[config.mk]
export PLATFORM = sky130hd
export DESIGN_NAME = aof_output_top
export DESIGN_NICKNAME = d
export VERILOG_FILES = /design/src/shared/aof_pkg.sv /design/src/rtl/aof_sync.sv /design/src/rtl/aof_formatter.sv /design/src/rtl/aof_output_top.sv
export VERILOG_INCLUDE_DIRS = /design/src /design/src/shared
export SDC_FILE = /design/constraint.sdc
export NUM_CORES = 1
export LEC_CHECK = 0
export BUFFER_PORTS_ARGS = -buffer_cell sky130_fd_sc_hd__buf_2
export CORE_UTILIZATION = 40
export CTS_BUF_LIST = sky130_fd_sc_hd__clkbuf_4 sky130_fd_sc_hd__clkbuf_8
export CTS_CLUSTER_DIAMETER = 80
export CTS_CLUSTER_SIZE = 30
export DETAILED_ROUTE_END_ITERATION = 7
export PLACE_DENSITY_LB_ADDON = 0.3
export SYNTH_ARGS = -nofsm -noshare
export SYNTH_HDL_FRONTEND = slang
export SYNTH_SLANG_ARGS = --single-unit
[constraint.sdc]
create_clock -name pclk -period 2.5 [get_ports pclk]
set_input_delay 0.5 -clock pclk [delete_from_list [all_inputs] [get_ports pclk]]
set_output_delay 0.5 -clock pclk [all_outputs]
set_load 0.005 [all_outputs]
[src/shared/aof_defines.svh]
/*
 * Register offsets, field positions, reset values, pattern words and
 * timing figures of the output formatter and power-mode block.
 * Assumes inclusion by bare name from files that use these macros.
 */
`ifndef AOF_DEFINES_SVH
`define AOF_DEFINES_SVH

`define AOF_ADDR_W 8
`define AOF_ADDR_PWR 8'h00
`define AOF_ADDR_OUT 8'h04
`define AOF_ADDR_FMT 8'h08
`define AOF_ADDR_STAT 8'h0c

`define AOF_PWR_RESET 2'h0
`define AOF_OUT_RESET 3'h0
`define AOF_FMT_RESET 6'h00

`define AOF_OUT_DIS_BIT 0
`define AOF_OUT_LVDS_BIT 1
`define AOF_OUT_DCS_BIT 2

`define AOF_FMT_TWOS_BIT 0
`define AOF_FMT_RAND_BIT 1
`define AOF_FMT_ABP_BIT 2
`define AOF_FMT_PAT_EN_BIT 3
`define AOF_FMT_PAT_LO 4
`define AOF_FMT_PAT_HI 5

`define AOF_MSB_MASK 16'h8000
`define AOF_ABP_MASK 16'haaaa
`define AOF_FS_POS 16'hffff
`define AOF_FS_NEG 16'h0000
`define AOF_PAT_ONES 17'h1ffff
`define AOF_PAT_ZEROS 17'h00000
`define AOF_PAT_CHECK_A 17'h15555
`define AOF_PAT_CHECK_B 17'h0aaaa

`define AOF_PCLK_MHZ 40
`define AOF_SLEEP_WAKE_MS 2
`define AOF_NAP_WAKE_SAMPLES 7'h64

`endif

[src/shared/aof_pkg.sv]
/*
 * Types of the output formatter and power-mode block.
 * Assumes every user names items as aof_pkg::name.
 */
package aof_pkg;

    // Order matters: position equals the two-bit power-down selection
    typedef enum logic [1:0] {
        aof_pd_normal,
        aof_pd_nap_ch2,
        aof_pd_nap_both,
        aof_pd_sleep
    } aof_pd_t;

    typedef enum logic [1:0] {
        aof_pat_ones,
        aof_pat_zeros,
        aof_pat_alt,
        aof_pat_checker
    } aof_pat_t;

    typedef enum logic [1:0] {
        aof_wk_run,
        aof_wk_asleep,
        aof_wk_waking
    } aof_wake_t;

endpackage

[src/rtl/aof_sync.sv]
/*
 * Two-flop synchroniser for a vector of independent slow levels.
 * Assumes each bit is stable for several clock periods around use.
 */
`timescale 1ns/10ps

module aof_sync #(
    parameter int W = 1
) (
    input wire logic clk,
    input wire logic rst_n,
    input wire logic [W-1:0] d_in,
    output logic [W-1:0] q_out
);

    logic [W-1:0] meta;
    logic [W-1:0] next_meta;
    logic [W-1:0] next_q;

    always_comb begin
        next_meta = d_in;
        next_q = meta;
    end

    always_ff @(posedge clk or negedge rst_n) begin
        if (!rst_n) begin
            meta <= '0;
            q_out <= '0;
        end else begin
            meta <= next_meta;
            q_out <= next_q;
        end
    end

endmodule

[src/rtl/aof_formatter.sv]
/*
 * Combinational sample formatter for one channel: clamp, coding,
 * randomizer, alternate polarity and test-pattern override.
 * Assumes the caller registers the result on each sample.
 */
`timescale 1ns/10ps
`include "aof_defines.svh"

module aof_formatter (
    input wire logic [15:0] raw_sample,
    input wire logic over_range,
    input wire logic under_range,
    input wire logic twos_en,
    input wire logic rand_en,
    input wire logic abp_en,
    input wire logic pat_en,
    input wire aof_pkg::aof_pat_t pat_kind,
    input wire logic pat_phase,
    output logic [15:0] fmt_bits,
    output logic fmt_overflow
);

    logic [15:0] word;
    logic ovf;
    logic [16:0] pat_word;

    always_comb begin
        word = raw_sample;
        ovf = over_range | under_range; // RULE23
        if (over_range) begin
            word = `AOF_FS_POS; // RULE24
        end else if (under_range) begin
            word = `AOF_FS_NEG; // RULE24
        end
        // Stage order is fixed: coding, then randomizer, then polarity
        if (twos_en) begin
            word = word ^ `AOF_MSB_MASK; // RULE1 RULE25
        end
        if (rand_en) begin
            word = word ^ {{15{word[0]}}, 1'b0}; // RULE2 RULE3
        end
        if (abp_en) begin
            word = word ^ `AOF_ABP_MASK; // RULE5 RULE6
        end
        case (pat_kind)
            aof_pkg::aof_pat_ones: pat_word = `AOF_PAT_ONES; // RULE9
            aof_pkg::aof_pat_zeros: pat_word = `AOF_PAT_ZEROS; // RULE9
            aof_pkg::aof_pat_alt: begin
                pat_word = pat_phase ? `AOF_PAT_ZEROS : `AOF_PAT_ONES; // RULE10
            end
            default: begin
                pat_word = pat_phase ? `AOF_PAT_CHECK_B
                                     : `AOF_PAT_CHECK_A; // RULE11
            end
        endcase
        if (pat_en) begin
            {ovf, word} = pat_word; // RULE12
        end
        fmt_bits = word;
        fmt_overflow = ovf;
    end

endmodule

[src/rtl/aof_output_top.sv]
/*
 * Output formatter and power-mode control of a dual-channel 16-bit
 * converter, with an APB register slave. Holds the formatted output
 * registers, the forwarded clock, output enable and power state.
 * Assumes the encode clock and converter samples arrive asynchronously
 * and change no faster than every few pclk periods; the pad ring turns
 * the active-low output enable into the high-impedance state.
 */
// Chosen here: the register offsets and register access over APB.
`timescale 1ns/10ps
`include "aof_defines.svh"

// Overview of operation
// (RULE1) Offset binary by default, two's complement optional
// (RULE2) Randomizer XORs LSB into other bits
// (RULE3) Randomizer spares LSB, overflow, forwarded clock
// (RULE4) Receiver XORs LSB back to derandomize
// (RULE5) Alternate polarity inverts odd data bits
// (RULE6) Even bits, overflow, clock pass unchanged
// (RULE7) Receiver re-inverts odd bits
// (RULE8) Randomizer and polarity enabled independently
// (RULE9) Test pattern forces all ones or zeros
// (RULE10) Alternating pattern flips every sample
// (RULE11) Checkerboard pattern swaps each sample
// (RULE12) Test pattern overrides every other format
// (RULE13) Output disable floats all digital outputs
// (RULE14) Controller naps channels while outputs disabled
// (RULE15) Sleep powers everything down, 2 ms wake
// (RULE16) Nap wake needs 100 encode cycles
// (RULE17) Controller waits 50 us for DC settling
// (RULE18) Never nap channel 1 alone
// (RULE19) Interface select high makes pins static modes
// (RULE20) Stabilizer pin switches duty stabilizer
// (RULE21) Output mode pin picks CMOS or LVDS
// (RULE22) Power-down selection decodes four states
// (RULE23) Overflow marks over or under range
// (RULE24) Clamp data to full scale on overflow
// (RULE25) Coding, randomizer, polarity in fixed order
module aof_output_top #(
    parameter int SLEEP_WAKE_CYCLES =
        `AOF_SLEEP_WAKE_MS * 1000 * `AOF_PCLK_MHZ
) (
    input wire logic pclk,
    input wire logic presetn,
    input wire logic [`AOF_ADDR_W-1:0] paddr,
    input wire logic psel,
    input wire logic penable,
    input wire logic pwrite,
    input wire logic [31:0] pwdata,
    output logic [31:0] prdata,
    output logic pready,
    output logic pslverr,
    input wire logic enc_clk,
    input wire logic [15:0] raw_ch1_sample,
    input wire logic raw_ch1_over,
    input wire logic raw_ch1_under,
    input wire logic [15:0] raw_ch2_sample,
    input wire logic raw_ch2_over,
    input wire logic raw_ch2_under,
    input wire logic interface_select_pin,
    input wire logic stabilizer_mode_pin,
    input wire logic output_mode_pin,
    input wire logic power_mode_pin_high,
    input wire logic power_mode_pin_low,
    output logic [15:0] sample_bits_ch1,
    output logic overflow_flag_ch1,
    output logic [15:0] sample_bits_ch2,
    output logic overflow_flag_ch2,
    output logic forwarded_output_clock,
    output logic outputs_oe_n,
    output logic stabilizer_on,
    output logic lvds_mode,
    output logic ch1_nap,
    output logic ch2_nap,
    output logic sleep_mode,
    output logic ch1_data_valid,
    output logic ch2_data_valid
);

    localparam int SYNC_W = 42;

    logic [SYNC_W-1:0] sync_q;
    logic par_mode;
    logic s_stab;
    logic s_outmode;
    logic s_pm_high;
    logic s_pm_low;
    logic s_enc;
    logic [15:0] raw [2];
    logic over [2];
    logic under [2];

    aof_sync #(.W(SYNC_W)) u_sync (
        .clk(pclk),
        .rst_n(presetn),
        .d_in({interface_select_pin, stabilizer_mode_pin, output_mode_pin,
               power_mode_pin_high, power_mode_pin_low, enc_clk,
               raw_ch2_over, raw_ch2_under, raw_ch2_sample,
               raw_ch1_over, raw_ch1_under, raw_ch1_sample}),
        .q_out(sync_q)
    );

    assign {par_mode, s_stab, s_outmode, s_pm_high, s_pm_low, s_enc,
            over[1], under[1], raw[1], over[0], under[0], raw[0]} = sync_q;

    // Register file
    logic [1:0] pwr_reg;
    logic [2:0] out_reg;
    logic [5:0] fmt_reg;
    logic [1:0] next_pwr_reg;
    logic [2:0] next_out_reg;
    logic [5:0] next_fmt_reg;
    logic [31:0] next_prdata;
    logic [7:0] status;
    logic wr_go;

    function automatic logic addr_known(input logic [`AOF_ADDR_W-1:0] a);
        addr_known = (a == `AOF_ADDR_PWR) || (a == `AOF_ADDR_OUT) ||
                     (a == `AOF_ADDR_FMT) || (a == `AOF_ADDR_STAT);
    endfunction

    // Zero-wait slave: read data is captured in the setup cycle
    assign pready = 1'b1;
    assign pslverr = psel & penable & ~addr_known(paddr);
    assign wr_go = psel & penable & pwrite;

    always_comb begin
        next_pwr_reg = pwr_reg;
        next_out_reg = out_reg;
        next_fmt_reg = fmt_reg;
        next_prdata = prdata;
        if (wr_go) begin
            if (paddr == `AOF_ADDR_PWR) begin
                next_pwr_reg = pwdata[1:0];
            end else if (paddr == `AOF_ADDR_OUT) begin
                next_out_reg = pwdata[2:0];
            end else if (paddr == `AOF_ADDR_FMT) begin
                next_fmt_reg = pwdata[5:0]; // RULE8
            end
        end
        if (psel && !penable && !pwrite) begin
            if (paddr == `AOF_ADDR_PWR) begin
                next_prdata = {30'h0, pwr_reg};
            end else if (paddr == `AOF_ADDR_OUT) begin
                next_prdata = {29'h0, out_reg};
            end else if (paddr == `AOF_ADDR_FMT) begin
                next_prdata = {26'h0, fmt_reg};
            end else if (paddr == `AOF_ADDR_STAT) begin
                next_prdata = {24'h0, status};
            end else begin
                next_prdata = 32'h0;
            end
        end
    end

    always_ff @(posedge pclk or negedge presetn) begin
        if (!presetn) begin
            pwr_reg <= `AOF_PWR_RESET;
            out_reg <= `AOF_OUT_RESET;
            fmt_reg <= `AOF_FMT_RESET;
            prdata <= 32'h0;
        end else begin
            pwr_reg <= next_pwr_reg;
            out_reg <= next_out_reg;
            fmt_reg <= next_fmt_reg;
            prdata <= next_prdata;
        end
    end

    // Effective configuration; pins take over when strapped parallel
    aof_pkg::aof_pd_t pd_sel;
    logic twos_en;
    logic rand_en;
    logic abp_en;
    logic pat_en;
    aof_pkg::aof_pat_t pat_kind;
    logic out_dis;

    always_comb begin
        if (par_mode) begin
            pd_sel = aof_pkg::aof_pd_t'({s_pm_high, s_pm_low}); // RULE19
        end else begin
            pd_sel = aof_pkg::aof_pd_t'(pwr_reg);
        end
        // Formats cannot be reached from pins, so they fall back to default
        twos_en = ~par_mode & fmt_reg[`AOF_FMT_TWOS_BIT]; // RULE1
        rand_en = ~par_mode & fmt_reg[`AOF_FMT_RAND_BIT]; // RULE8
        abp_en = ~par_mode & fmt_reg[`AOF_FMT_ABP_BIT]; // RULE8
        pat_en = ~par_mode & fmt_reg[`AOF_FMT_PAT_EN_BIT];
        pat_kind = aof_pkg::aof_pat_t'(
            fmt_reg[`AOF_FMT_PAT_HI:`AOF_FMT_PAT_LO]);
        out_dis = ~par_mode & out_reg[`AOF_OUT_DIS_BIT];
    end

    // Channel 1 naps only together with channel 2
    function automatic logic [2:0] pd_decode(input aof_pkg::aof_pd_t p);
        case (p)
            aof_pkg::aof_pd_nap_ch2: pd_decode = 3'b010; // RULE22
            aof_pkg::aof_pd_nap_both: pd_decode = 3'b011; // RULE18
            aof_pkg::aof_pd_sleep: pd_decode = 3'b100; // RULE22
            default: pd_decode = 3'b000;
        endcase
    endfunction

    logic [2:0] pd_dec;
    logic dev_sleep;
    logic nap [2];
    assign pd_dec = pd_decode(pd_sel);
    assign dev_sleep = pd_dec[2];
    assign nap[0] = pd_dec[0];
    assign nap[1] = pd_dec[1];

    // Sleep state machine and wake timer
    aof_pkg::aof_wake_t wake_state;
    aof_pkg::aof_wake_t next_wake_state;
    logic [16:0] sleep_cnt;
    logic [16:0] next_sleep_cnt;
    logic dev_up;

    always_comb begin
        next_wake_state = wake_state;
        next_sleep_cnt = sleep_cnt;
        case (wake_state)
            aof_pkg::aof_wk_run: begin
                if (dev_sleep) begin
                    next_wake_state = aof_pkg::aof_wk_asleep; // RULE15
                end
            end
            aof_pkg::aof_wk_asleep: begin
                next_sleep_cnt = 17'h0;
                if (!dev_sleep) begin
                    next_wake_state = aof_pkg::aof_wk_waking;
                end
            end
            default: begin
                if (dev_sleep) begin
                    next_wake_state = aof_pkg::aof_wk_asleep;
                end else if (sleep_cnt == 17'(SLEEP_WAKE_CYCLES - 1)) begin
                    next_wake_state = aof_pkg::aof_wk_run; // RULE15
                end else begin
                    next_sleep_cnt = sleep_cnt + 17'h1;
                end
            end
        endcase
    end

    always_ff @(posedge pclk or negedge presetn) begin
        if (!presetn) begin
            wake_state <= aof_pkg::aof_wk_run;
            sleep_cnt <= 17'h0;
        end else begin
            wake_state <= next_wake_state;
            sleep_cnt <= next_sleep_cnt;
        end
    end

    assign dev_up = (wake_state == aof_pkg::aof_wk_run);

    // Sample path, running off the falling edge of the encode clock
    logic enc_prev;
    logic sample_edge;
    logic pat_phase;
    logic [6:0] nap_cnt [2];
    logic [15:0] data_q [2];
    logic of_q [2];
    logic [15:0] fmt_bits [2];
    logic fmt_of [2];
    logic upd [2];
    logic next_pat_phase;
    logic [6:0] next_nap_cnt [2];
    logic [15:0] next_data_q [2];
    logic next_of_q [2];

    assign sample_edge = enc_prev & ~s_enc;

    for (genvar c = 0; c < 2; c++) begin : g_ch
        aof_formatter u_fmt (
            .raw_sample(raw[c]),
            .over_range(over[c]),
            .under_range(under[c]),
            .twos_en(twos_en),
            .rand_en(rand_en),
            .abp_en(abp_en),
            .pat_en(pat_en),
            .pat_kind(pat_kind),
            .pat_phase(pat_phase),
            .fmt_bits(fmt_bits[c]),
            .fmt_overflow(fmt_of[c])
        );
        assign upd[c] = sample_edge & dev_up & ~nap[c];
    end

    always_comb begin
        next_pat_phase = pat_phase;
        if (!pat_en) begin
            next_pat_phase = 1'b0;
        end else if (sample_edge) begin
            next_pat_phase = ~pat_phase; // RULE10 RULE11
        end
        for (int c = 0; c < 2; c++) begin
            next_data_q[c] = data_q[c];
            next_of_q[c] = of_q[c];
            next_nap_cnt[c] = nap_cnt[c];
            if (upd[c]) begin
                next_data_q[c] = fmt_bits[c];
                next_of_q[c] = fmt_of[c]; // RULE23
            end
            // A napping core restarts its wake count from zero
            if (nap[c] || !dev_up) begin
                next_nap_cnt[c] = 7'h0; // RULE16
            end else if (sample_edge &&
                         nap_cnt[c] != `AOF_NAP_WAKE_SAMPLES) begin
                next_nap_cnt[c] = nap_cnt[c] + 7'h1; // RULE16
            end
        end
    end

    always_ff @(posedge pclk or negedge presetn) begin
        if (!presetn) begin
            enc_prev <= 1'b0;
            pat_phase <= 1'b0;
            for (int c = 0; c < 2; c++) begin
                data_q[c] <= 16'h0;
                of_q[c] <= 1'b0;
                nap_cnt[c] <= 7'h0;
            end
        end else begin
            enc_prev <= s_enc;
            pat_phase <= next_pat_phase;
            for (int c = 0; c < 2; c++) begin
                data_q[c] <= next_data_q[c];
                of_q[c] <= next_of_q[c];
                nap_cnt[c] <= next_nap_cnt[c];
            end
        end
    end

    // Pin-facing outputs, all registered
    logic next_oe_n;
    logic next_stab;
    logic next_lvds;

    always_comb begin
        next_oe_n = out_dis; // RULE13
        next_stab = par_mode ? s_stab : out_reg[`AOF_OUT_DCS_BIT]; // RULE20
        next_lvds = par_mode ? s_outmode : out_reg[`AOF_OUT_LVDS_BIT]; // RULE21
    end

    always_ff @(posedge pclk or negedge presetn) begin
        if (!presetn) begin
            outputs_oe_n <= 1'b0;
            stabilizer_on <= 1'b0;
            lvds_mode <= 1'b0;
            ch1_nap <= 1'b0;
            ch2_nap <= 1'b0;
            sleep_mode <= 1'b0;
            ch1_data_valid <= 1'b0;
            ch2_data_valid <= 1'b0;
        end else begin
            outputs_oe_n <= next_oe_n;
            stabilizer_on <= next_stab;
            lvds_mode <= next_lvds;
            ch1_nap <= nap[0];
            ch2_nap <= nap[1];
            sleep_mode <= dev_sleep;
            ch1_data_valid <= ~nap[0] & dev_up &
                (next_nap_cnt[0] == `AOF_NAP_WAKE_SAMPLES);
            ch2_data_valid <= ~nap[1] & dev_up &
                (next_nap_cnt[1] == `AOF_NAP_WAKE_SAMPLES);
        end
    end

    // The forwarded clock falls in the cycle the data changes
    assign forwarded_output_clock = enc_prev; // RULE3 RULE6
    assign sample_bits_ch1 = data_q[0];
    assign overflow_flag_ch1 = of_q[0];
    assign sample_bits_ch2 = data_q[1];
    assign overflow_flag_ch2 = of_q[1];
    assign status = {stabilizer_on, lvds_mode, dev_up, ch2_data_valid,
                     ch1_data_valid, par_mode, pd_sel};

    // Helper: alternating pattern held over two consecutive updates
    logic alt_prev;
    always_ff @(posedge pclk or negedge presetn) begin
        if (!presetn) begin
            alt_prev <= 1'b0;
        end else if (sample_edge) begin
            alt_prev <= upd[0] & pat_en & (pat_kind == aof_pkg::aof_pat_alt);
        end
    end
endmodule

# == Yosys cells after proc, flatten, opt, wreduce, memory -nomap -nowiden ==
# Cells that the tools add are included.
# word_totals
regBits,204
input_bits,87
output_inout_bits,77
word_cells,139
# op_classes
addsub,3
n_eq_ne,19
mux,39
n_bitwise,33
n_reduce_logical,21
# op_table
operator,count
$mux 16,12
$mux 17,4
$pmux 17 s3,1
$pmux 17 s2,1
$mux 8,4
$xor 16x16->16,2
$mux 7,4
$add 17x1->17 const B,1
$eq 17x17->1 const B,1
$and 1x1->1,16
$eq 8x4->1 const B,2
$not 8->8,2
$add 7x1->7 const B,2
$eq 7x7->1 const B,2
$ne 7x7->1 const B,2
$not 1->1,11
$mux 2,5
$pmux 3 s3,1
$reduce_and 3->1,3
$eq 8x3->1 const B,1
$logic_not 8->1,1
$eq 2x1->1 const B,3
$eq 2x2->1 const B,3
$mux 1,6
other kinds (11),25

# == Depth between registers and ports, before layout ==
# depth
depth_word,9
depth_mapped,9
ltp_nobuf,8

# == By module ==
# From an unflattened synthesis, not the netlist that was laid out.
# hier_totals
hier_cells,605
area_unflattened_um2,7732.4
# by_module_without_submodules
module,instances,cells_per_inst,area_each_um2,seq_area_each_um2
aof_output_top,1,389,4594.4,2402.3
aof_sync,1,84,2102.0,2102.0
aof_formatter,2,66,518.0,0.0

# == Worst setup path before layout ==
# OpenSTA, ideal clock, no wires.
# synth_timing
path_type,register to register
startpoint,reg u_sync.q_out[41]
endpoint,reg ch1_data_valid
setup_time_ps,105
arrival_ps,2100
required_ps,2395
path_slack_ps,294
path_stages_with_launch,9
n_path_buf,2
period_less_slack_ps,2206
path_cell_list,dfrtp_1 buf_2 mux2_1 ha_1 or3_1 clkbuf_1 nor3_1 nand2_1 nor4b_1
# synth_rtl
element,line,source
start: declaration,aof_sync.sv:13,output logic [W-1:0] q_out
start signal: assignment,aof_sync.sv:31,q_out <= next_q;
end signal: assignment,aof_output_top.sv:366,ch1_data_valid <= ~nap[0] & dev_up &
end: declaration,aof_output_top.sv:76,"output logic ch1_data_valid,"

# == Worst setup path after layout ==
# layout_timing
startpoint,reg u_sync.q_out[41]
endpoint,reg data_q (netlist bit sample_bits_ch2[3])
# layout_between
elab_chain_cells,6
elab_cells_between_ends,15
classes_between,eq/ne (3); mux (5); bitwise (7)
# layout_rtl
element,line,source
"parallel branches: the longest is 6 deep, another holds $pmux 3 s3",-,
end signal: indexed assignment,aof_output_top.sv:331,data_q[c] <= next_data_q[c];
end: declaration,aof_output_top.sv:264,logic [15:0] data_q [2];
# Several ways; the timed one is not identified.
# A chain may end at the register's enable or synchronous reset.

==> key figures <==
Run status
  • Outcome: finished clean

Synth
  • Mapped cell area: 7280 um^2
  • Synthesis-stage register bit count: 180
  • Mapped Cells: 616
  • Largest family of logic cells by synthesized area: simple AND/OR/NAND/NOR gates
  • XOR/XNOR share of the synthesized area: 0.0541
  • Post-synth top flop: dfrtp_1
  • Ys async rst share: 1.00
  • Yosys top cell area share: 0.619
  • Synth top area cells: dfrtp_1, xor2_1, a21oi_1
  • Cell accounting for the most synthesized area: dfrtp_1
  • Synth unique cells: 58
  • Part of the Yosys area used for sequential elements: 0.619
  • Post-Synth Simple-Gate Area: 0.117
  • Syn Area/Cell: 11.8 um^2
  • Yosys Warn Count: 0
  • Compound-cell area share of the yosys netlist: 0.108
  • Post-synth EDFFs: 0
  • Post-synthesis adder-cell area fraction: 0.0120
  • Multiplexer share of the synthesized area: 0.0454

Layout
  • Antenna Cells: 0
  • Design Area, Final: 8480 um^2
  • Commonest cells after routing, fill and taps aside: dfrtp_1, buf_2, nor2_1
  • Biggest regs: u_sync.meta (42), u_sync.q_out (42), sleep_cnt (17)
  • Most common cell after layout, fill and taps aside: dfrtp_1
  • Final Non-Filler Cells: 979
  • Synth-to-layout area growth: 16.5%
  • Nets: 836
  • Share of layout cells above drive strength 1: 0.245

STA
  • Endpoints failing setup: 0
  • Unrepaired setup endpoints after global routing: false
  • Fin Setup TNS: 0 ns
  • Clk_skew: 0.0101 ns
  • Fmax: 448 MHz
  • Final hold vios: 0
  • Max_slew headroom: 0.537
  • Crit path time final: 2.23 ns
  • Slew @ Worst Pin: 0.694 ns
  • Max-slew violations: 0
  • Final period util: 0.893

Floorplan
  • Die height: 137 um
  • Die X: 137 um
  • Core area: 17500 um^2
  • Ports: 164
  • Starting density of the core: 0.415
  • Total die area: 18700 um^2
  • FP Rows: 48

Global route
  • Final global-route overflow total: 0
  • Initial antenna violation count: 0
  • Vias in the first global route: 4868
  • GRT Overall Usage: 0.169
  • First-pass GRT wire length: 24.1 mm
  • Largest net degree at the start of global routing: 69

Setup path
  • R2R depth: 5
  • Critical path class: flop to flop
  • Worst-path cell chain: mux2_1 -> ha_1 -> nand3_1 -> nor2_1 -> a221o_1
  • Crit start category: flop
  • RR Startpoint: u_sync.q_out[41]$_DFF_PN0_
  • Worst Path Required: 2.89 ns
  • Worst endpoint data arrival time: 2.62 ns
  • CP Max Fanout: 8
  • Worst Setup End Kind: flop
  • Reg2Reg Setup Slack: 0.27 ns
  • Worst reg2reg path endpoint: sample_bits_ch2[3]$_DFFE_PN0P_
  • CP peak stage delay: 0.49 ns
  • Slowest CP cell: dfrtp_2

Route
  • Vias per cell: 5.03
  • DR WL/cell: 15.1 um
  • Detailed Route WL: 14.8 mm
  • Via count: 4928
  • First-pass detailed-route iteration total: 4
  • DRC: 0
  • Drt initial violations: 210
  • Routed Antenna Nets: 0

Hold path
  • Hold crit path type: input port to async pin

Clock network
  • # hold bufs at CTS: 0
  • Clock Tree Buf Depth: 2
  • CTS tree: done
  • Clock slew at reported path FFs: 0.10 ns
  • Clk_lat worst skew: 0.45 ns
  • H-tree depth: 4
  • Post-CTS Setup Repair Bufs: 0
  • Root Buffer: clkbuf_8
  • Total CTS buffers: 17
  • Resized Gates After CTS: 0
  • Clock sinks: 180

Place
  • Placed cell area: 8110 um^2
  • GP Congestion: 0.768
  • DP HPWL: 10.9 mm
  • Cells after DPL: 948
  • Port Buffer Count: 112

Power
  • Pwr dens: 785 nW/um^2
  • Peak VDD IR: 0.000377 V
  • Pleak: 3.93 nW

Run
  • Max cap viols: 0
-- cells by family (layout without fill, tap and decap cells) --
| logic type | after synthesis | count (layout) |
|---|---|---|
| AND/OR/NAND/NOR | 176 | 176 |
| adder cells (fa/ha/maj) | 7 | 7 |
| AO/OA/AOI/OAI | 121 | 121 |
| flip-flops | 180 | 180 |
| XOR/XNOR | 45 | 45 |
| other | 2 | 25 |
| multiplexers | 29 | 29 |
| buffers and inverters | 56 | 171 |
-- layout make-up --
type | instances | area, um^2
Fill cell | 1608 | 9050
Sequential cell | 180 | 4510
Multi-Input combinational cell | 403 | 2550
Timing Repair Buffer | 129 | 732
Tap cell | 225 | 282
Clock buffer | 17 | 234
Clock inverter | 14 | 136
Inverter | 11 | 41.3
-- per-layer routing --
metal	GRT usage	wire length (um)
met1	0.217	6410
met4	0.0543	209
met5	0	0
met2	0.279	7370
met3	0.0437	824
-- synthesized netlist by cell type (all sizes together), types with 3 or more instances --
master  instances
dfrtp         180
nor2           65
a21oi          58
xor2           40
nand2          33
buf            31
nand3          21
o21ai          19
a221o          16
mux2           16
clkbuf         14
mux2i          12
inv            11
nor2b           9
and3            7
ha              7
nand2b          7
nand4           6
a31oi           5
nor3            5
xnor2           5
and2            4
o31ai           4
or3             4
o211ai          3
or4             3
-- worst max-delay path, delay by kind of cell (launching register included) --
kind,cells,cell delay [ns]
AND/OR/NAND/NOR,2,0.59
flip-flops,1,0.49
adder cells (fa/ha/maj),1,0.45
multiplexers,1,0.39
AO/OA/AOI/OAI,1,0.23
-- through the flow --
step | setup slack (ns) | total power [mW] | utilization | hold WS (ns)
finish | 0.268 | 6.66 | 0.484 | 0.0284
detailed placement | 0.168 | 4.88 | 0.462 | 0.335
CTS | 0.155 | 6.74 | 0.484 | 0.0409
global route | 0.0671 | 7.06 | 0.484 | 0.0547
global placement | 0.244 | 4.80 | 0.462 | 0.333
floorplan | 0.294 | 4.24 | - | 0.204
-- worst max path at each step --
stage	start	to	slack, ns	cells past startpoint
final	u_sync.q_out[41]$_DFF_PN0_	sample_bits_ch2[3]$_DFFE_PN0P_	0.27	5
after floorplan	u_sync.q_out[41]$_DFF_PN0_	ch1_data_valid$_DFF_PN0_	0.29	8
after global routing	u_sync.q_out[41]$_DFF_PN0_	ch1_data_valid$_DFF_PN0_	0.07	6
after detailed placement	u_sync.q_out[41]$_DFF_PN0_	ch1_data_valid$_DFF_PN0_	0.17	6
after CTS	u_sync.q_out[41]$_DFF_PN0_	ch1_data_valid$_DFF_PN0_	0.16	6
after global placement	u_sync.q_out[41]$_DFF_PN0_	ch1_data_valid$_DFF_PN0_	0.24	6
-- where the power goes --
| group | internal, mW | switching (mW) |
|---|---|---|
| Combinational | 0.581 | 0.647 |
| Sequential | 3.30 | 0.281 |
| Clock | 0.733 | 1.12 |
Note: power is estimated with default switching activity, not from simulation.
